===== src/logic/cfab_consts.svh =====
`ifndef CFAB_CONSTS_SVH
`define CFAB_CONSTS_SVH

`define CFAB_ADDR_W     24
`define CFAB_DATA_W     32
`define CFAB_STRB_W     4
`define CFAB_PROT_W     3
`define CFAB_PORTS      3
`define CFAB_PORT_LOG   2'h0
`define CFAB_PORT_BUF   2'h1
`define CFAB_PORT_PHY   2'h2
`define CFAB_LOG_LAST   24'h00_00fc
`define CFAB_PHY_LAST   24'h00_fffc
`define CFAB_RESP_OKAY  2'h0
`define CFAB_RESP_ERR   2'h2
`define CFAB_PROT_ZERO  3'h0
`define CFAB_MEM_WORDS  16
`define CFAB_MEM_IDX_LO 2
`define CFAB_MEM_IDX_HI 5

`endif


===== src/logic/cfab_pkg.sv =====
package cfab_pkg;
   typedef logic [1:0] cfab_port_t;
   typedef logic [1:0] cfab_resp_t;

   typedef enum logic [2:0] {
      CFAB_S_IDLE = 3'b000,
      CFAB_S_WACC = 3'b001,
      CFAB_S_WFWD = 3'b010,
      CFAB_S_WRSP = 3'b011,
      CFAB_S_WUP  = 3'b100,
      CFAB_S_RACC = 3'b101,
      CFAB_S_RFWD = 3'b110,
      CFAB_S_RUP  = 3'b111
   } cfab_state_t;

   typedef enum logic [2:0] {
      CFAB_M_IDLE = 3'b000,
      CFAB_M_WR   = 3'b001,
      CFAB_M_B    = 3'b010,
      CFAB_M_RD   = 3'b011,
      CFAB_M_R    = 3'b100
   } cfab_mstate_t;
endpackage


===== src/logic/cfab_if.sv =====
`timescale 1ns/100ps
`include "cfab_consts.svh"
interface cfab_if;
   // upstream port: partner master, fabric slave
   logic                                   up_awvalid;
   logic                                   up_awready;
   logic [`CFAB_ADDR_W-1:0]                up_awaddr;
   logic [`CFAB_PROT_W-1:0]                up_awprot;
   logic                                   up_wvalid;
   logic                                   up_wready;
   logic [`CFAB_DATA_W-1:0]                up_wdata;
   logic [`CFAB_STRB_W-1:0]                up_wstrb;
   logic                                   up_bvalid;
   logic                                   up_bready;
   logic [1:0]                             up_bresp;
   logic                                   up_arvalid;
   logic                                   up_arready;
   logic [`CFAB_ADDR_W-1:0]                up_araddr;
   logic [`CFAB_PROT_W-1:0]                up_arprot;
   logic                                   up_rvalid;
   logic                                   up_rready;
   logic [1:0]                             up_rresp;
   logic [`CFAB_DATA_W-1:0]                up_rdata;
   // downstream ports, index 0 logical, 1 buffer, 2 physical
   logic [`CFAB_PORTS-1:0]                 dn_awvalid;
   logic [`CFAB_PORTS-1:0]                 dn_awready;
   logic [`CFAB_ADDR_W-1:0]                dn_awaddr;
   logic [`CFAB_PROT_W-1:0]                dn_awprot;
   logic [`CFAB_PORTS-1:0]                 dn_wvalid;
   logic [`CFAB_PORTS-1:0]                 dn_wready;
   logic [`CFAB_DATA_W-1:0]                dn_wdata;
   logic [`CFAB_STRB_W-1:0]                dn_wstrb;
   logic [`CFAB_PORTS-1:0]                 dn_bvalid;
   logic [`CFAB_PORTS-1:0]                 dn_bready;
   logic [`CFAB_PORTS-1:0]                 dn_arvalid;
   logic [`CFAB_PORTS-1:0]                 dn_arready;
   logic [`CFAB_ADDR_W-1:0]                dn_araddr;
   logic [`CFAB_PROT_W-1:0]                dn_arprot;
   logic [`CFAB_PORTS-1:0]                 dn_rvalid;
   logic [`CFAB_PORTS-1:0]                 dn_rready;
   logic [`CFAB_PORTS-1:0][`CFAB_DATA_W-1:0] dn_rdata;

   modport fabric (
      input  up_awvalid, up_awaddr, up_awprot, up_wvalid, up_wdata, up_wstrb, up_bready,
      input  up_arvalid, up_araddr, up_arprot, up_rready,
      output up_awready, up_wready, up_bvalid, up_bresp, up_arready, up_rvalid,
      output up_rresp, up_rdata,
      output dn_awvalid, dn_awaddr, dn_awprot, dn_wvalid, dn_wdata, dn_wstrb, dn_bready,
      output dn_arvalid, dn_araddr, dn_arprot, dn_rready,
      input  dn_awready, dn_wready, dn_bvalid, dn_arready, dn_rvalid, dn_rdata
   );
   modport cores (
      output up_awvalid, up_awaddr, up_awprot, up_wvalid, up_wdata, up_wstrb, up_bready,
      output up_arvalid, up_araddr, up_arprot, up_rready,
      input  up_awready, up_wready, up_bvalid, up_bresp, up_arready, up_rvalid,
      input  up_rresp, up_rdata,
      input  dn_awvalid, dn_awaddr, dn_awprot, dn_wvalid, dn_wdata, dn_wstrb, dn_bready,
      input  dn_arvalid, dn_araddr, dn_arprot, dn_rready,
      output dn_awready, dn_wready, dn_bvalid, dn_arready, dn_rvalid, dn_rdata
   );
endinterface


===== src/logic/cfab_fabric.sv =====
`timescale 1ns/100ps
`include "cfab_consts.svh"
// Function
// - fabric is sole master, arbitrates all accesses
// - each core configuration module is a slave
// - logical core feeds requests through master port
// - configuration clock equals logical-layer clock
// - reset releases synchronously, asserts any time
// - response codes: 00 ok, 10 error
// - write address 24 bits, valid-ready handshake
// - write data 32 bits, valid-ready handshake
// - four byte strobes passed on unchanged
// - write response completes on valid and ready
// - read address 24 bits, valid-ready handshake
// - read data 32 bits with handshaked response
// - separate full ports for logical and buffer; here all three ports share address and write data, valids per port
// - route offsets to logical, physical, buffer
module cfab_fabric (
   // clock and reset, same clock as the logical layer
   input  wire logic clk_sys_i,
   input  wire logic rst_i,
   // upstream port and all three downstream ports
   cfab_if.fabric    bus
);
   import cfab_pkg::*;

   function automatic cfab_port_t route(input logic [`CFAB_ADDR_W-1:0] addr);
      if (addr <= `CFAB_LOG_LAST) return `CFAB_PORT_LOG;
      else if (addr <= `CFAB_PHY_LAST) return `CFAB_PORT_PHY;
      else return `CFAB_PORT_BUF;
   endfunction

   function automatic logic [`CFAB_PORTS-1:0] onehot(input cfab_port_t idx);
      return `CFAB_PORTS'(3'b001 << idx);
   endfunction

   cfab_state_t               state_q,      state_d;
   cfab_port_t                sel_q,        sel_d;
   logic [`CFAB_ADDR_W-1:0]   addr_q,       addr_d;
   logic [`CFAB_DATA_W-1:0]   wdata_q,      wdata_d;
   logic [`CFAB_STRB_W-1:0]   wstrb_q,      wstrb_d;
   logic [`CFAB_DATA_W-1:0]   rdata_q,      rdata_d;
   logic                      up_awr_q,     up_awr_d;
   logic                      up_arr_q,     up_arr_d;
   logic                      up_bvalid_q,  up_bvalid_d;
   logic                      up_rvalid_q,  up_rvalid_d;
   logic                      last_wr_q,    last_wr_d;
   logic [`CFAB_PORTS-1:0]    dn_awv_q,     dn_awv_d;
   logic [`CFAB_PORTS-1:0]    dn_wv_q,      dn_wv_d;
   logic [`CFAB_PORTS-1:0]    dn_bready_q,  dn_bready_d;
   logic [`CFAB_PORTS-1:0]    dn_arv_q,     dn_arv_d;
   logic [`CFAB_PORTS-1:0]    dn_rready_q,  dn_rready_d;

   // decode and handshake terms
   wire cfab_port_t             aw_port  = route(bus.up_awaddr);
   wire cfab_port_t             ar_port  = route(bus.up_araddr);
   wire [`CFAB_PORTS-1:0]       sel_oh   = onehot(sel_q);
   wire                         wr_req   = bus.up_awvalid & bus.up_wvalid;
   wire                         rd_req   = bus.up_arvalid;
   // alternate when both kinds wait so neither starves
   wire                         take_wr  = wr_req & (~rd_req | ~last_wr_q);
   wire                         aw_hs    = |(dn_awv_q & bus.dn_awready);
   wire                         w_hs     = |(dn_wv_q & bus.dn_wready);
   wire                         aw_done  = ~(|dn_awv_q) | aw_hs;
   wire                         w_done   = ~(|dn_wv_q) | w_hs;
   wire                         b_hs     = |(dn_bready_q & bus.dn_bvalid);
   wire                         ar_hs    = |(dn_arv_q & bus.dn_arready);
   wire                         r_hs     = |(dn_rready_q & bus.dn_rvalid);
   wire [`CFAB_DATA_W-1:0]      sel_rdat = bus.dn_rdata[sel_q];

   // upstream slave port
   assign bus.up_awready = up_awr_q;
   assign bus.up_wready  = up_awr_q;
   assign bus.up_arready = up_arr_q;
   assign bus.up_bvalid  = up_bvalid_q;
   assign bus.up_rvalid  = up_rvalid_q;
   assign bus.up_rdata   = rdata_q;
   // downstream ports carry no response code, so completion means success
   assign bus.up_bresp   = `CFAB_RESP_OKAY;
   assign bus.up_rresp   = `CFAB_RESP_OKAY;

   // downstream master ports, address and data shared, valids per port
   assign bus.dn_awvalid = dn_awv_q;
   assign bus.dn_wvalid  = dn_wv_q;
   assign bus.dn_bready  = dn_bready_q;
   assign bus.dn_arvalid = dn_arv_q;
   assign bus.dn_rready  = dn_rready_q;
   assign bus.dn_awaddr  = addr_q;
   assign bus.dn_araddr  = addr_q;
   assign bus.dn_wdata   = wdata_q;
   assign bus.dn_wstrb   = wstrb_q;
   assign bus.dn_awprot  = `CFAB_PROT_ZERO;
   assign bus.dn_arprot  = `CFAB_PROT_ZERO;

   always_comb begin
      state_d     = state_q;
      sel_d       = sel_q;
      addr_d      = addr_q;
      wdata_d     = wdata_q;
      wstrb_d     = wstrb_q;
      rdata_d     = rdata_q;
      up_awr_d    = up_awr_q;
      up_arr_d    = up_arr_q;
      up_bvalid_d = up_bvalid_q;
      up_rvalid_d = up_rvalid_q;
      last_wr_d   = last_wr_q;
      dn_awv_d    = dn_awv_q;
      dn_wv_d     = dn_wv_q;
      dn_bready_d = dn_bready_q;
      dn_arv_d    = dn_arv_q;
      dn_rready_d = dn_rready_q;
      unique case (state_q)
         // only here is a new access taken, so one is in flight at a time
         CFAB_S_IDLE: begin
            if (take_wr) begin
               up_awr_d = 1'b1;
               state_d  = CFAB_S_WACC;
            end else if (rd_req) begin
               up_arr_d = 1'b1;
               state_d  = CFAB_S_RACC;
            end
         end
         // valids still high, so address and data transfer in this cycle
         CFAB_S_WACC: begin
            up_awr_d  = 1'b0;
            addr_d    = bus.up_awaddr;
            wdata_d   = bus.up_wdata;
            wstrb_d   = bus.up_wstrb;
            sel_d     = aw_port;
            dn_awv_d  = onehot(aw_port);
            dn_wv_d   = onehot(aw_port);
            last_wr_d = 1'b1;
            state_d   = CFAB_S_WFWD;
         end
         CFAB_S_WFWD: begin
            if (aw_hs) dn_awv_d = '0;
            if (w_hs) dn_wv_d = '0;
            if (aw_done & w_done) begin
               dn_bready_d = sel_oh;
               state_d     = CFAB_S_WRSP;
            end
         end
         CFAB_S_WRSP: begin
            if (b_hs) begin
               dn_bready_d = '0;
               up_bvalid_d = 1'b1;
               state_d     = CFAB_S_WUP;
            end
         end
         CFAB_S_WUP: begin
            if (bus.up_bready) begin
               up_bvalid_d = 1'b0;
               state_d     = CFAB_S_IDLE;
            end
         end
         CFAB_S_RACC: begin
            up_arr_d  = 1'b0;
            addr_d    = bus.up_araddr;
            sel_d     = ar_port;
            dn_arv_d  = onehot(ar_port);
            last_wr_d = 1'b0;
            state_d   = CFAB_S_RFWD;
         end
         CFAB_S_RFWD: begin
            if (ar_hs) begin
               dn_arv_d    = '0;
               dn_rready_d = sel_oh;
            end
            if (r_hs) begin
               dn_rready_d = '0;
               rdata_d     = sel_rdat;
               up_rvalid_d = 1'b1;
               state_d     = CFAB_S_RUP;
            end
         end
         CFAB_S_RUP: begin
            if (bus.up_rready) begin
               up_rvalid_d = 1'b0;
               state_d     = CFAB_S_IDLE;
            end
         end
      endcase
   end

   // reset may arrive at any time; release is assumed synchronous
   always_ff @(posedge clk_sys_i or posedge rst_i) begin
      if (rst_i) begin
         state_q     <= CFAB_S_IDLE;
         sel_q       <= `CFAB_PORT_LOG;
         addr_q      <= '0;
         wdata_q     <= '0;
         wstrb_q     <= '0;
         rdata_q     <= '0;
         up_awr_q    <= 1'b0;
         up_arr_q    <= 1'b0;
         up_bvalid_q <= 1'b0;
         up_rvalid_q <= 1'b0;
         last_wr_q   <= 1'b0;
         dn_awv_q    <= '0;
         dn_wv_q     <= '0;
         dn_bready_q <= '0;
         dn_arv_q    <= '0;
         dn_rready_q <= '0;
      end else begin
         state_q     <= state_d;
         sel_q       <= sel_d;
         addr_q      <= addr_d;
         wdata_q     <= wdata_d;
         wstrb_q     <= wstrb_d;
         rdata_q     <= rdata_d;
         up_awr_q    <= up_awr_d;
         up_arr_q    <= up_arr_d;
         up_bvalid_q <= up_bvalid_d;
         up_rvalid_q <= up_rvalid_d;
         last_wr_q   <= last_wr_d;
         dn_awv_q    <= dn_awv_d;
         dn_wv_q     <= dn_wv_d;
         dn_bready_q <= dn_bready_d;
         dn_arv_q    <= dn_arv_d;
         dn_rready_q <= dn_rready_d;
      end
   end
endmodule


===== src/flat_wrapper.sv =====
// flat-port wrapper written by rule: the top's interface ports become plain ports
module cfab_fabric_flat import cfab_pkg::*;
  (clk_sys_i, rst_i, bus_up_awvalid, bus_up_awaddr, bus_up_awprot, bus_up_wvalid, bus_up_wdata, bus_up_wstrb, bus_up_bready, bus_up_arvalid, bus_up_araddr, bus_up_arprot, bus_up_rready, bus_up_awready, bus_up_wready, bus_up_bvalid, bus_up_bresp, bus_up_arready, bus_up_rvalid, bus_up_rresp, bus_up_rdata, bus_dn_awvalid, bus_dn_awaddr, bus_dn_awprot, bus_dn_wvalid, bus_dn_wdata, bus_dn_wstrb, bus_dn_bready, bus_dn_arvalid, bus_dn_araddr, bus_dn_arprot, bus_dn_rready, bus_dn_awready, bus_dn_wready, bus_dn_bvalid, bus_dn_arready, bus_dn_rvalid, bus_dn_rdata);
  cfab_if bus_i ();
  input  wire logic clk_sys_i;
  input  wire logic rst_i;
  input wire logic [$bits(bus_i.up_awvalid)-1:0] bus_up_awvalid;
  input wire logic [$bits(bus_i.up_awaddr)-1:0] bus_up_awaddr;
  input wire logic [$bits(bus_i.up_awprot)-1:0] bus_up_awprot;
  input wire logic [$bits(bus_i.up_wvalid)-1:0] bus_up_wvalid;
  input wire logic [$bits(bus_i.up_wdata)-1:0] bus_up_wdata;
  input wire logic [$bits(bus_i.up_wstrb)-1:0] bus_up_wstrb;
  input wire logic [$bits(bus_i.up_bready)-1:0] bus_up_bready;
  input wire logic [$bits(bus_i.up_arvalid)-1:0] bus_up_arvalid;
  input wire logic [$bits(bus_i.up_araddr)-1:0] bus_up_araddr;
  input wire logic [$bits(bus_i.up_arprot)-1:0] bus_up_arprot;
  input wire logic [$bits(bus_i.up_rready)-1:0] bus_up_rready;
  output wire logic [$bits(bus_i.up_awready)-1:0] bus_up_awready;
  output wire logic [$bits(bus_i.up_wready)-1:0] bus_up_wready;
  output wire logic [$bits(bus_i.up_bvalid)-1:0] bus_up_bvalid;
  output wire logic [$bits(bus_i.up_bresp)-1:0] bus_up_bresp;
  output wire logic [$bits(bus_i.up_arready)-1:0] bus_up_arready;
  output wire logic [$bits(bus_i.up_rvalid)-1:0] bus_up_rvalid;
  output wire logic [$bits(bus_i.up_rresp)-1:0] bus_up_rresp;
  output wire logic [$bits(bus_i.up_rdata)-1:0] bus_up_rdata;
  output wire logic [$bits(bus_i.dn_awvalid)-1:0] bus_dn_awvalid;
  output wire logic [$bits(bus_i.dn_awaddr)-1:0] bus_dn_awaddr;
  output wire logic [$bits(bus_i.dn_awprot)-1:0] bus_dn_awprot;
  output wire logic [$bits(bus_i.dn_wvalid)-1:0] bus_dn_wvalid;
  output wire logic [$bits(bus_i.dn_wdata)-1:0] bus_dn_wdata;
  output wire logic [$bits(bus_i.dn_wstrb)-1:0] bus_dn_wstrb;
  output wire logic [$bits(bus_i.dn_bready)-1:0] bus_dn_bready;
  output wire logic [$bits(bus_i.dn_arvalid)-1:0] bus_dn_arvalid;
  output wire logic [$bits(bus_i.dn_araddr)-1:0] bus_dn_araddr;
  output wire logic [$bits(bus_i.dn_arprot)-1:0] bus_dn_arprot;
  output wire logic [$bits(bus_i.dn_rready)-1:0] bus_dn_rready;
  input wire logic [$bits(bus_i.dn_awready)-1:0] bus_dn_awready;
  input wire logic [$bits(bus_i.dn_wready)-1:0] bus_dn_wready;
  input wire logic [$bits(bus_i.dn_bvalid)-1:0] bus_dn_bvalid;
  input wire logic [$bits(bus_i.dn_arready)-1:0] bus_dn_arready;
  input wire logic [$bits(bus_i.dn_rvalid)-1:0] bus_dn_rvalid;
  input wire logic [$bits(bus_i.dn_rdata)-1:0] bus_dn_rdata;
  assign bus_i.up_awvalid = bus_up_awvalid;
  assign bus_i.up_awaddr = bus_up_awaddr;
  assign bus_i.up_awprot = bus_up_awprot;
  assign bus_i.up_wvalid = bus_up_wvalid;
  assign bus_i.up_wdata = bus_up_wdata;
  assign bus_i.up_wstrb = bus_up_wstrb;
  assign bus_i.up_bready = bus_up_bready;
  assign bus_i.up_arvalid = bus_up_arvalid;
  assign bus_i.up_araddr = bus_up_araddr;
  assign bus_i.up_arprot = bus_up_arprot;
  assign bus_i.up_rready = bus_up_rready;
  assign bus_up_awready = bus_i.up_awready;
  assign bus_up_wready = bus_i.up_wready;
  assign bus_up_bvalid = bus_i.up_bvalid;
  assign bus_up_bresp = bus_i.up_bresp;
  assign bus_up_arready = bus_i.up_arready;
  assign bus_up_rvalid = bus_i.up_rvalid;
  assign bus_up_rresp = bus_i.up_rresp;
  assign bus_up_rdata = bus_i.up_rdata;
  assign bus_dn_awvalid = bus_i.dn_awvalid;
  assign bus_dn_awaddr = bus_i.dn_awaddr;
  assign bus_dn_awprot = bus_i.dn_awprot;
  assign bus_dn_wvalid = bus_i.dn_wvalid;
  assign bus_dn_wdata = bus_i.dn_wdata;
  assign bus_dn_wstrb = bus_i.dn_wstrb;
  assign bus_dn_bready = bus_i.dn_bready;
  assign bus_dn_arvalid = bus_i.dn_arvalid;
  assign bus_dn_araddr = bus_i.dn_araddr;
  assign bus_dn_arprot = bus_i.dn_arprot;
  assign bus_dn_rready = bus_i.dn_rready;
  assign bus_i.dn_awready = bus_dn_awready;
  assign bus_i.dn_wready = bus_dn_wready;
  assign bus_i.dn_bvalid = bus_dn_bvalid;
  assign bus_i.dn_arready = bus_dn_arready;
  assign bus_i.dn_rvalid = bus_dn_rvalid;
  assign bus_i.dn_rdata = bus_dn_rdata;
  cfab_fabric u_core (.clk_sys_i(clk_sys_i), .rst_i(rst_i), .bus(bus_i));
endmodule

===== config.mk =====
export PLATFORM = sky130hd
export DESIGN_NAME = cfab_fabric_flat
export DESIGN_NICKNAME = d
export VERILOG_FILES = /design/src/logic/cfab_pkg.sv /design/src/logic/cfab_if.sv /design/src/logic/cfab_fabric.sv /design/src/flat_wrapper.sv
export VERILOG_INCLUDE_DIRS = /design/src /design/src/logic
export SDC_FILE = /design/constraint.sdc
export NUM_CORES = 1
export LEC_CHECK = 0
export ABC_CLOCK_PERIOD_IN_PS = 4600
export BUFFER_PORTS_ARGS = -buffer_cell sky130_fd_sc_hd__buf_2
export CORE_AREA = 2 2 136 138
export DETAILED_ROUTE_END_ITERATION = 8
export DIE_AREA = 0 0 138 140
export PLACE_DENSITY = 0.69
export SLEW_MARGIN = 20
export SYNTH_ARGS = -nofsm -noshare
export SYNTH_HDL_FRONTEND = slang
export SYNTH_SLANG_ARGS = --single-unit

===== constraint.sdc =====
create_clock -name clk_sys_i -period 4.6 [get_ports clk_sys_i]
set_clock_uncertainty 0.05 [all_clocks]
set_input_delay 0.69 -clock clk_sys_i [delete_from_list [all_inputs] [get_ports clk_sys_i]]
set_output_delay 0.69 -clock clk_sys_i [all_outputs]
set_load 0.005 [all_outputs]

==> metrics.md, run 1 <==
| Metric | Value |
|---|---|
| Post-route insts no fill | 1,137 |
| Die span in x | 138 um |
| Final setup viols | 0 |
| RePlAce Congestion | 0.871 |
| Vias in the first global route | 5,340 |
| EDFF count, synth | 0 |
| Final TNS setup | 0 ns |
| Path type of the worst min-delay path | input port to async pin |
| Drt via density | 4.80 |
| Share of cells above drive strength 1 | 0.496 |
| Cells along the critical path | inv_1 > ha_1 > nand2_1 > nor2_4 > buf_4 > and2b_1 > o21ai_0 |
| Cell area after synthesis | 6060 sq um |
| # diodes | 0 |
| Max_cap viols | 0 |
| Crit share post-route | 0.579 |
| GRT overflow | 0 |
| PD cells | 640 nW/um^2 |
| Post-CTS Repair Setup Buffers | 0 |
| Final worst slack | 1.93 ns |
| Total power | 5.33 mW |
| Drt total wl | 17,800 um |
| Area growth syn-to-layout | 37.6% |
| Die footprint | 19,300 sq um |
| Post-synth top cells | 117 x dfrtp_1, 85 x nor2_1, 83 x a21oi_1 |
| Top cell type's share of synthesized area | 0.483 |
| Synth Instances | 590 |
| Mapped Avg Cell Area | 10.3 sq um |
| Fin crit period | 2.67 ns |
| Critical Setup Path Class | flop to flop |
| Synth warnings | 0 |
| Wire length per cell | 15.6 um |
| Largest net degree at the start of global routing | 64 |
| Vias | 5,454 |
| Critical R2R Launch | u_core.state_q[0]$_DFFE_PP0P_ |
| Core area | 17,800 sq um |
| Yosys cell types | 44 |
| Critical R2R Capture | u_core.bus.dn_rready[1]$_DFFE_PP0P_ |
| Synth area leader | dfrtp_1 |
| Post-DP Area | 7700 sq um |
| Drt pass-1 iters | 5 |
| Worst path required time | 4.87 ns |
| Clk_lat worst skew | 0.41 ns |
| Status | complete, no violations |
| Area of the multi-input gates | 2700 sq um |
| Synth Flop Type | dfrtp_1 |
| Yosys reg bits | 117 |
| Total area of sequential cells | 2930 sq um |
| Initial core utilization | 0.341 |
| CTS tree | done |
| Row cnt | 49 |
| Worst path slowest cell | buf_4 |
| Mux cell area share after synthesis | 0.165 |
| Arr. time, crit path | 2.94 ns |
| Remaining DRCs | 0 |
| Resize count post-CTS | 0 |
| Port buffer count | 337 |
| Slew @ Worst Pin | 0.915 ns |
| Worst R2R Path Depth | 7 |
| Root Driver | clkbuf_16 |
| Post-layout util | 0.469 |
| # H-tree levels | 4 |
| Compound-gate portion of the synthesized area | 0.140 |
| Die Y | 140 um |
| CTS Buf Count | 17 |
| WP buf/inv | 2 |
| Post-synthesis sequential area ratio | 0.483 |
| Post-synthesis simple-gate area fraction | 0.118 |
| Area share of fa/ha/maj cells after synthesis | 0.0124 |
| Cells after DPL | 1,104 |
| Worst-path fanout max | 51 |
| Worst slew margin | 0.390 |
| Count leader, synth | dfrtp_1 |
| CTS Hold Bufs | 0 |
| Post-DRT Antenna Nets | 0 |
| Drt initial violations | 168 |
| Fmax | 375 MHz |
| Critical Path Source | u_core.state_q[0]$_DFFE_PP0P_ |
| Peak supply drop | 0.301 mV |
| First-pass GRT wire length | 28,100 um |
| Number of clock sinks | 117 |
| Max Slew Vio Count | 0 |
| Place WS | 1.91 ns |
| FFs w/ async S/R, synth | 1.00 |
| Fill count | 1,727 |
| Worst setup SP type | flop |
| Synth top area cells | dfrtp_1 48%, mux2i_1 9.4%, mux2_2 6.9% |
| RSZ-0062 raised after global routing | no |
| Critical Path Sink | u_core.bus.dn_rready[1]$_DFFE_PP0P_ |
| DP HPWL | 13,700 um |
| Hold Fails Final Rpt | 0 |
| Critical path's largest stage delay | 0.58 ns |
| Nets | 1,109 |
| WP depth | 7 |
| Post-route cell area | 8340 sq um |
| CP endpoint kind | flop |
| Xor and xnor fraction of the mapped netlist area | 0 |
| Pleak | 4.35 nW |
| Initial antenna violation count | 0 |
| FF-to-FF setup slack | 1.93 ns |
| GRT Total Usage | 0.182 |
| CP delay by family, top | simple AND/OR/NAND/NOR gates |
| I/O pin cnt | 354 |
| Hold_ws | 0.327 ns |
| Clock Tree Buf Depth | 2 |
| Clock-pin slew on the worst setup and hold paths | 0.06 ns |
| Main combinational cell family by area after synthesis | multiplexers |
## worst min-delay path by stage
stage	to	slack, ns	cells after the start
after floorplan	u_core.bus.up_bvalid$_DFFE_PP0P_	0.42	2
after global placement	u_core.bus.dn_wdata[20]$_DFFE_PP0P_	0.44	1
after detailed placement	u_core.bus.dn_wdata[18]$_DFFE_PP0P_	0.44	1
after CTS	u_core.bus.up_rdata[3]$_DFFE_PP0P_	0.37	2
after global routing	u_core.bus.up_rdata[1]$_DFFE_PP0P_	0.41	2
final	u_core.bus.up_rdata[3]$_DFFE_PP0P_	0.33	2
## final cells by class
type | instances | share of cell area
flip-flops and latches | 117 | 0.351
multi-input cells | 406 | 0.324
repair buffers | 345 | 0.213
clock buffers | 18 | 0.0527
well taps | 229 | 0.0344
clock inverters | 14 | 0.0212
inverters | 8 | 0.00390
## state kept, by name, indices dropped and copies added (netlist names), 3 cells and up
name and count:
u_core.bus.dn_wvalid 3, u_core.bus.dn_awvalid 3, u_core.bus.dn_bready 3, u_core.bus.dn_araddr 24, u_core.bus.dn_wstrb 4, u_core.state_q 3
u_core.bus.dn_wdata 32, u_core.bus.dn_arvalid 3, u_core.bus.up_rdata 32, u_core.bus.dn_rready 3
## worst register-to-register path, cell delays in order, from the launching register on
cell and delay [ns]:
dfrtp_1 0.41, inv_1 0.13, ha_1 0.35, nand2_1 0.16, nor2_4 0.33, buf_4 0.58
and2b_1 0.37, o21ai_0 0.20
## cell usage in the layout (no fill, tap or decap), types with 10 or more instances in the layout
cell type,count
buf_2,337
dfrtp_1,116
nor2_1,83
a21oi_1,83
mux2i_1,57
mux2_2,37
nand2_1,24
clkbuf_16,17
nor2_2,13
a21oi_2,12
conb_1,10
## power breakdown
part	internal, mW	switching [mW]	leakage, nW
Combinational	1.05	1.08	2.67
Sequential	1.51	0.313	1.38
Clock	0.871	0.499	0.297
Total	3.44	1.89	4.35
## metal layers
metal | GRT usage | vias up | wire length (um) | part of all wire
met5 | 0 | - | 0 | 0
met3 | 0.0557 | 7 | 1350 | 0.076
met4 | 0.0451 | 0 | 93 | 0.0052
met2 | 0.321 | 237 | 8980 | 0.51
met1 | 0.217 | 2544 | 7360 | 0.41
li1 | - | 2666 | - | -
## logic make-up (layout without fill, tap and decap cells)
kind of cell | after synthesis | in the layout
DFF | 117 | 117
AOI/OAI and AO/OA | 136 | 136
muxes | 95 | 95
and+or+nand+nor | 159 | 159
other | 1 | 10
adders and majority gates | 6 | 6
buffers and inverters | 76 | 385
Power figures use the tool's default switching activity.
==> inputs of run 2 (changes only) <==
- ABC_AREA: default -> 1
- ABC_CLOCK_PERIOD_IN_PS: 4600 -> 2600
- CORE_AREA: 2 2 136 138 -> 2 2 139 141
- DIE_AREA: 0 0 138 140 -> 0 0 141 143
- PLACE_DENSITY: 0.69 -> 0.67
- clock period: 4.6 -> 2.6 ns (I/O delays scaled with it)
==> run 2 against run 1 <==
Register-to-register slack got worse by 1.5 ns. Utilization shrank 1.7 points. Non-clock buffer count rose by 2. Via count rose by 12%. Global-route usage increased by 0.66 points. Critical path type unchanged. Largest cell class unchanged. Largest power group unchanged.
==> metrics.md, run 2 <==
| Metric | Value |
|---|---|
| GRT overflow | 0 (unchanged) |
| Synth Flop Type | dfrtp_1 |
| DP HPWL | 14,600 um (+6.8%) |
| Final TNS setup | 0 ns (unchanged) |
| RePlAce Congestion | 0.780 (-10%) |
| Top cell type's share of synthesized area | 0.476 (-0.00737) |
| Status | complete, no violations |
| CP endpoint kind | flop |
| Cells after DPL | 1,299 (+18%) |
| Die Y | 143 um (+2.1%) |
| CTS tree | done |
| Largest net degree at the start of global routing | 65 (+1.6%) |
| Path type of the worst min-delay path | input port to async pin |
| Cell area after synthesis | 6150 sq um (+1.5%) |
| CTS Buf Count | 17 (unchanged) |
| Logic pwr share | 0.423 (+0.023) |
| Drt total wl | 19,400 um (+9.0%) |
| Synth top area cells | dfrtp_1 48%, nand2_1 21%, buf_4 5.1% |
| Synth area leader | dfrtp_1 |
| Max Slew Vio Count | 0 (unchanged) |
| Post-CTS Repair Setup Buffers | 0 (unchanged) |
| Hold_ws | 0.0540 ns (-0.273 ns) |
| Final setup viols | 0 (unchanged) |
| Final worst slack | 0.460 ns (-1.47 ns) |
| Peak supply drop | 0.532 mV (+76%) |
| Share of cells above drive strength 1 | 0.370 (-0.126) |
| PD cells | 1140 nW/um^2 (+79%) |
| Die span in x | 141 um (+2.2%) |
| Clk pwr share | 0.236 (-0.021) |
| Post-layout util | 0.452 (-0.0170) |
| EDFF count, synth | 0 (unchanged) |
| Sw Ratio | 0.387 (+0.0315) |
| First-pass GRT wire length | 29,700 um (+5.8%) |
| Hold Fails Final Rpt | 0 (unchanged) |
| GRT Total Usage | 0.188 (+0.00664) |
| Place WS | 0.448 ns (-1.47 ns) |
| Clk_lat worst skew | 0.40 ns (about the same) |
| Yosys cell types | 35 (-20%) |
| Fmax | 467 MHz (+25%) |
| Slew @ Worst Pin | 1.03 ns (+0.118 ns) |
| Vias | 6,111 (+12%) |
| Drt pass-1 iters | 4 (-1) |
| Critical Setup Path Class | flop to flop |
| Worst R2R Path Depth | 6 (-1) |
| Worst path required time | 2.86 ns (-2.01 ns) |
| Arr. time, crit path | 2.40 ns (-0.54 ns) |
| Clock Tree Buf Depth | 2 (unchanged) |
| Row cnt | 50 (+2.0%) |
| Core area | 18,600 sq um (+4.5%) |
| Nets | 1,298 (+17%) |
| Post-synthesis sequential area ratio | 0.476 (-0.00737) |
| Drt via density | 4.59 (-4.3%) |
| Mapped Avg Cell Area | 7.93 sq um (-23%) |
| P_sw | 3.71 mW (+96%) |
| Crit share post-route | 0.823 (+0.244) |
| Root Driver | clkbuf_16 |
| Worst-path fanout max | 22 (-57%) |
| Post-route cell area | 8400 sq um (+0.72%) |
| Max_cap viols | 0 (unchanged) |
| Total power | 9.60 mW (+80%) |
| Post-DP Area | 7830 sq um (+1.6%) |
| Count leader, synth | nand2_1 |
| Post-synth top cells | 337 x nand2_1, 117 x dfrtp_1, 56 x nor2_1 |
| Internal Dissipation | 5.89 mW (+71%) |
| Resize count post-CTS | 0 (unchanged) |
| RSZ-0062 raised after global routing | no |
| Number of clock sinks | 117 (unchanged) |
| Post-DRT Antenna Nets | 0 (unchanged) |
| Port buffer count | 337 (unchanged) |
| # H-tree levels | 4 (unchanged) |
| Most frequent cells in the layout | 337 x nand2_1, 337 x buf_2, 117 x dfrtp_1, 56 x nor2_1, 55 x nand3_1 |
| Area growth syn-to-layout | 36.4% |
| Pleak | 4.57 nW (+4.9%) |
| Clock-pin slew on the worst setup and hold paths | 0.05 ns (about the same) |
| Worst slew margin | 0.307 (-0.0829) |
| Remaining DRCs | 0 (unchanged) |
| Initial antenna violation count | 1 (+1) |
| Synth Instances | 776 (+32%) |
| Synth warnings | 0 (unchanged) |
| FFs w/ async S/R, synth | 1.00 (unchanged) |
| Vias in the first global route | 5,760 (+7.9%) |
| Fin crit period | 2.14 ns (-0.525 ns) |
| Die footprint | 20,200 sq um (+4.4%) |
| Wire length per cell | 14.6 um (-6.9%) |
| Worst setup SP type | flop |
| I/O pin cnt | 354 (unchanged) |
| Drt initial violations | 251 (+49%) |
| Reg power frac | 0.341 (-0.002) |
| Initial core utilization | 0.331 (-0.00964) |
| CTS Hold Bufs | 0 (unchanged) |
| Post-route insts no fill | 1,331 (+17%) |
| Yosys reg bits | 117 (unchanged) |
==> run 2: changes by cell type in the layout (fill, tap and decap cells not counted), moves of 10 or more <==
cell	delta
mux2i_1	-57
a21oi_2	-12
nor2_2	-10
a21oi_1	-77
a41oi_2	+11
inv_1	+29
a41oi_1	+20
nor2_1	-27
nand3_1	+46
nand2_1	+313
mux2_2	-37
==> run 2: kinds of logic after synthesis <==
| logic type | Yosys count | share of synthesized area |
|---|---|---|
| AND/OR/NAND/NOR | 475 | 0.314 |
| flip-flops | 117 | 0.476 |
| buffers and inverters | 111 | 0.102 |
| AO/OA/AOI/OAI | 66 | 0.0947 |
| adder cells (fa/ha/maj) | 6 | 0.0122 |
| other | 1 | 0.000609 |
==> run 2: final cells by class <==
cell class / instances / area, sq um
Clock buffer: 22 / 464
Multi-Input combinational cell: 557 / 2630
Clock inverter: 9 / 104
Sequential cell: 117 / 2930
Timing Repair Buffer: 347 / 1800
Inverter: 44 / 175
Antenna cell: 1 / 2.50
Fill cell: 1878 / 10200
Tap cell: 234 / 293
==> run 2: path summary, 6_finish.rpt <==
path | to | start | slack [ns]
setup / recovery | u_core.bus.dn_araddr[9]$_DFFE_PP0P_ | u_core.state_q[1]$_DFFE_PP0P_ | 0.46
hold / removal | u_core.bus.dn_wdata[7]$_DFFE_PP0P_ | rst_i | 0.05
setup reg to reg | u_core.bus.dn_araddr[9]$_DFFE_PP0P_ | u_core.state_q[1]$_DFFE_PP0P_ | 0.46
hold reg to reg | u_core.bus.dn_wdata[5]$_DFFE_PP0P_ | u_core.bus.dn_wdata[5]$_DFFE_PP0P_ | 0.42
max in group asynchronous | u_core.bus.up_rdata[24]$_DFFE_PP0P_ | rst_i | 1.82
min in group clk_sys_i | u_core.bus.dn_wdata[27]$_DFFE_PP0P_ | bus_up_wdata[27] | 0.13
==> run 2: routing by layer <==
layer	wire length, um	track usage
met3	1240	0.0480
met4	223	0.0553
met2	9510	0.318
met5	0	0
met1	8420	0.240
==> run 2: worst max-delay path, stage by stage (launching register included) <==
cell and delay (ns):
dfrtp_1 0.42, inv_1 0.12, ha_1 0.24, nand2_2 0.32, nor2_4 0.46, inv_2 0.22, o221ai_1 0.21
==> run 2: power groups by stage <==
stage | Clock [mW] | Sequential (mW) | Combinational, mW
2_1_floorplan | 0 | 3.28 | 2.60
3_3_place_gp | 0 | 3.29 | 4.07
3_5_place_dp | 0 | 3.29 | 4.14
4_1_cts | 2.33 | 3.28 | 4.15
5_1_grt | 2.42 | 3.39 | 4.60
6_report | 2.26 | 3.28 | 4.06
==> inputs of run 3 (changes only) <==
- ABC_AREA: 1 -> 0
- ABC_CLOCK_PERIOD_IN_PS: 2600 -> 2000
- CORE_AREA: 2 2 139 141 -> 2 2 136 138
- DIE_AREA: 0 0 141 143 -> 0 0 138 140
- PLACE_DENSITY: 0.67 -> 0.69
- clock period: 2.6 -> 2 ns (I/O delays scaled with it)
==> run 3 against run 2 <==
Count of clock-buffer cells in the layout is 3 lower. Non-clock buffer count is 19 higher. Fmax is 13% higher. Wire length is 4.1% lower. Clock power is 47% higher. Sequential power is 28% higher. Sequential cell count stayed put. Via count is 9.3% lower. Cell count is 13% lower. Die area is 4.2% lower. Critical path type unchanged.
==> metrics.md, run 3 (synthesized netlist as in run 1, its figures left out) <==
| Metric | Value |
|---|---|
| Drt total wl | 18,600 um (-4.1%) |
| Max_cap viols | 0 (unchanged) |
| Clock-pin slew on the worst setup and hold paths | 0.06 ns (about the same) |
| Worst setup SP type | flop |
| GRT overflow | 0 (unchanged) |
| Row cnt | 49 (-2.0%) |
| Critical Setup Path Class | flop to flop |
| Worst path required time | 2.24 ns (-0.62 ns) |
| I/O pin cnt | 354 (unchanged) |
| # diodes | 0 (-1) |
| Path type of the worst min-delay path | input port to flop |
| Initial antenna violation count | 0 (-1) |
| Hold Path Sink | u_core.bus.dn_wdata[13]$_DFFE_PP0P_ |
| Core area | 17,800 sq um (-4.3%) |
| Critical R2R Capture | u_core.state_q[1]$_DFFE_PP0P_ |
| Pleak | 4.48 nW (-1.9%) |
| Nets | 1,130 (-13%) |
| Post-route cell area | 8600 sq um (+2.5%) |
| Share of cells above drive strength 1 | 0.510 (+0.141) |
| Vias in the first global route | 5,328 (-7.5%) |
| Drt pass-1 iters | 4 (unchanged) |
| Largest net degree at the start of global routing | 65 (unchanged) |
| PD cells | 1480 nW/um^2 (+30%) |
| Final TNS setup | 0 ns (unchanged) |
| RePlAce Congestion | 0.865 (+11%) |
| Port buffer count | 337 (unchanged) |
| Worst hold stages | 2 |
| Remaining DRCs | 0 (unchanged) |
| CTS Buf Count | 17 (unchanged) |
| Hold_ws | 0.0732 ns (+0.0192 ns) |
| WP depth | 5 (-1) |
| Die span in x | 138 um (-2.1%) |
| Critical path's largest stage delay | 0.41 ns (-0.05 ns) |
| Worst hold start | bus_up_wdata[13] |
| Worst R2R Path Depth | 5 (-1) |
| Max Slew Vio Count | 0 (unchanged) |
| Wire length per cell | 16.0 um (+10%) |
| GRT Total Usage | 0.189 (+0.000797) |
| Drt via density | 4.79 (+4.2%) |
| Slew @ Worst Pin | 0.537 ns (-0.496 ns) |
| Post-DRT Antenna Nets | 0 (unchanged) |
| Crit share post-route | 0.949 (+0.125) |
| Die footprint | 19,300 sq um (-4.2%) |
| Root Driver | clkbuf_16 |
| Worst path slowest cell | dfrtp_1 |
| Number of clock sinks | 117 (unchanged) |
| Fin crit period | 1.90 ns (-0.243 ns) |
| RSZ-0062 raised after global routing | no |
| Final setup viols | 0 (unchanged) |
| Initial core utilization | 0.341 (+0.00964) |
| Hold Fails Final Rpt | 0 (unchanged) |
| CP endpoint kind | flop |
| Die Y | 140 um (-2.1%) |
| Worst-path fanout max | 4 (-82%) |
| Critical R2R Launch | u_core.bus.dn_wvalid[0]$_DFFE_PP0P_ |
| Drt initial violations | 239 (-4.8%) |
| CP delay by family, top | simple AND/OR/NAND/NOR gates |
| Arr. time, crit path | 2.14 ns (-0.26 ns) |
| Status | complete, no violations |
| Vias | 5,542 (-9.3%) |
| # H-tree levels | 4 (unchanged) |
| Peak supply drop | 0.700 mV (+32%) |
| Most frequent cells in the layout | 337 x buf_2, 115 x dfrtp_1, 83 x nor2_1, 83 x a21oi_1, 57 x mux2i_1 |
| First-pass GRT wire length | 28,700 um (-3.1%) |
| DP HPWL | 14,500 um (-0.85%) |
| CTS tree | done |
| Clk_lat worst skew | 0.41 ns (about the same) |
| Clock Tree Buf Depth | 2 (unchanged) |
| Post-DP Area | 7940 sq um (+1.4%) |
| FF-to-FF setup slack | 0.10 ns (-0.36 ns) |
| Cells along the critical path | or3_1 > a32oi_2 > nand3_1 > o21bai_4 > mux2_4 |
| WP buf/inv | 0 (-2) |
| Commonest non-fill, non-tap cell in the layout | buf_2 |
| Area growth syn-to-layout | 42.0% |
| Worst slew margin | 0.639 (+0.331) |
| Fmax | 527 MHz (+13%) |
==> run 3: layer usage <==
layer  vias to the layer above  routed length [um]  GRT usage
li1                       2687                   -          -
met1                      2593                7620      0.227
met2                       245                9250      0.328
met3                        17                1370     0.0547
met4                         0                 342     0.0618
met5                         -                   0          0
==> run 3: where the power goes <==
group | internal [mW] | switching [mW] | leakage, nW
combinational | 2.63 | 2.62 | 2.79
sequential | 3.49 | 0.703 | 1.38
clock | 2.17 | 1.15 | 0.306
total | 8.28 | 4.47 | 4.48
==> run 3: worst reg2reg max path, delay by kind of cell (launching register included) <==
kind | cells | cell delay (ns)
AOI/OAI and AO/OA | 2 | 0.47
muxes | 1 | 0.30
DFF | 1 | 0.41
and+or+nand+nor | 2 | 0.56
==> run 3: area by class of cell <==
type	count	area, sq um
well taps	229	287
multi-input cells	406	2720
fillers	1738	9180
clock inverters	13	195
repair buffers	366	1980
flip-flops and latches	117	2930
inverters	8	33.8
clock buffers	19	453
==> run 3: how the worst max path moves through the flow <==
stage                                                   start                            end  slack, ns
final                     u_core.bus.dn_wvalid[0]$_DFFE_PP0P_  u_core.state_q[1]$_DFFE_PP0P_       0.10
after floorplan                 u_core.state_q[0]$_DFFE_PP0P_  u_core.state_q[1]$_DFFE_PP0P_      0.005
after detailed placement        u_core.state_q[0]$_DFFE_PP0P_  u_core.state_q[1]$_DFFE_PP0P_      -0.04
after global placement          u_core.state_q[0]$_DFFE_PP0P_  u_core.state_q[1]$_DFFE_PP0P_       0.07
after CTS                       u_core.state_q[1]$_DFFE_PP0P_    u_core.sel_q[0]$_DFFE_PP0P_       0.05
after global routing            u_core.state_q[0]$_DFFE_PP0P_  u_core.state_q[1]$_DFFE_PP0P_       0.02
==> run 3: stage by stage <==
step           utilization  setup WS [ns]  total power [mW]  std cells
2_1_floorplan            -        0.00453              7.41        599
3_3_place_gp         0.446         0.0717              9.36       1124
3_5_place_dp         0.446        -0.0382              9.51       1124
4_1_cts              0.483         0.0489              12.9       1157
5_1_grt              0.484         0.0230              13.7       1158
6_report             0.484          0.103              12.8       1158
==> run 3: timing repair <==
item                                    in CTS  in global routing
endpoints found under the setup margin       1                  6
pin swaps                                    0                  1
hold buffers                                 1                  0
resized for setup                            1                  3
setup buffers                                0                  1
hold endpoints to repair                     5                  0
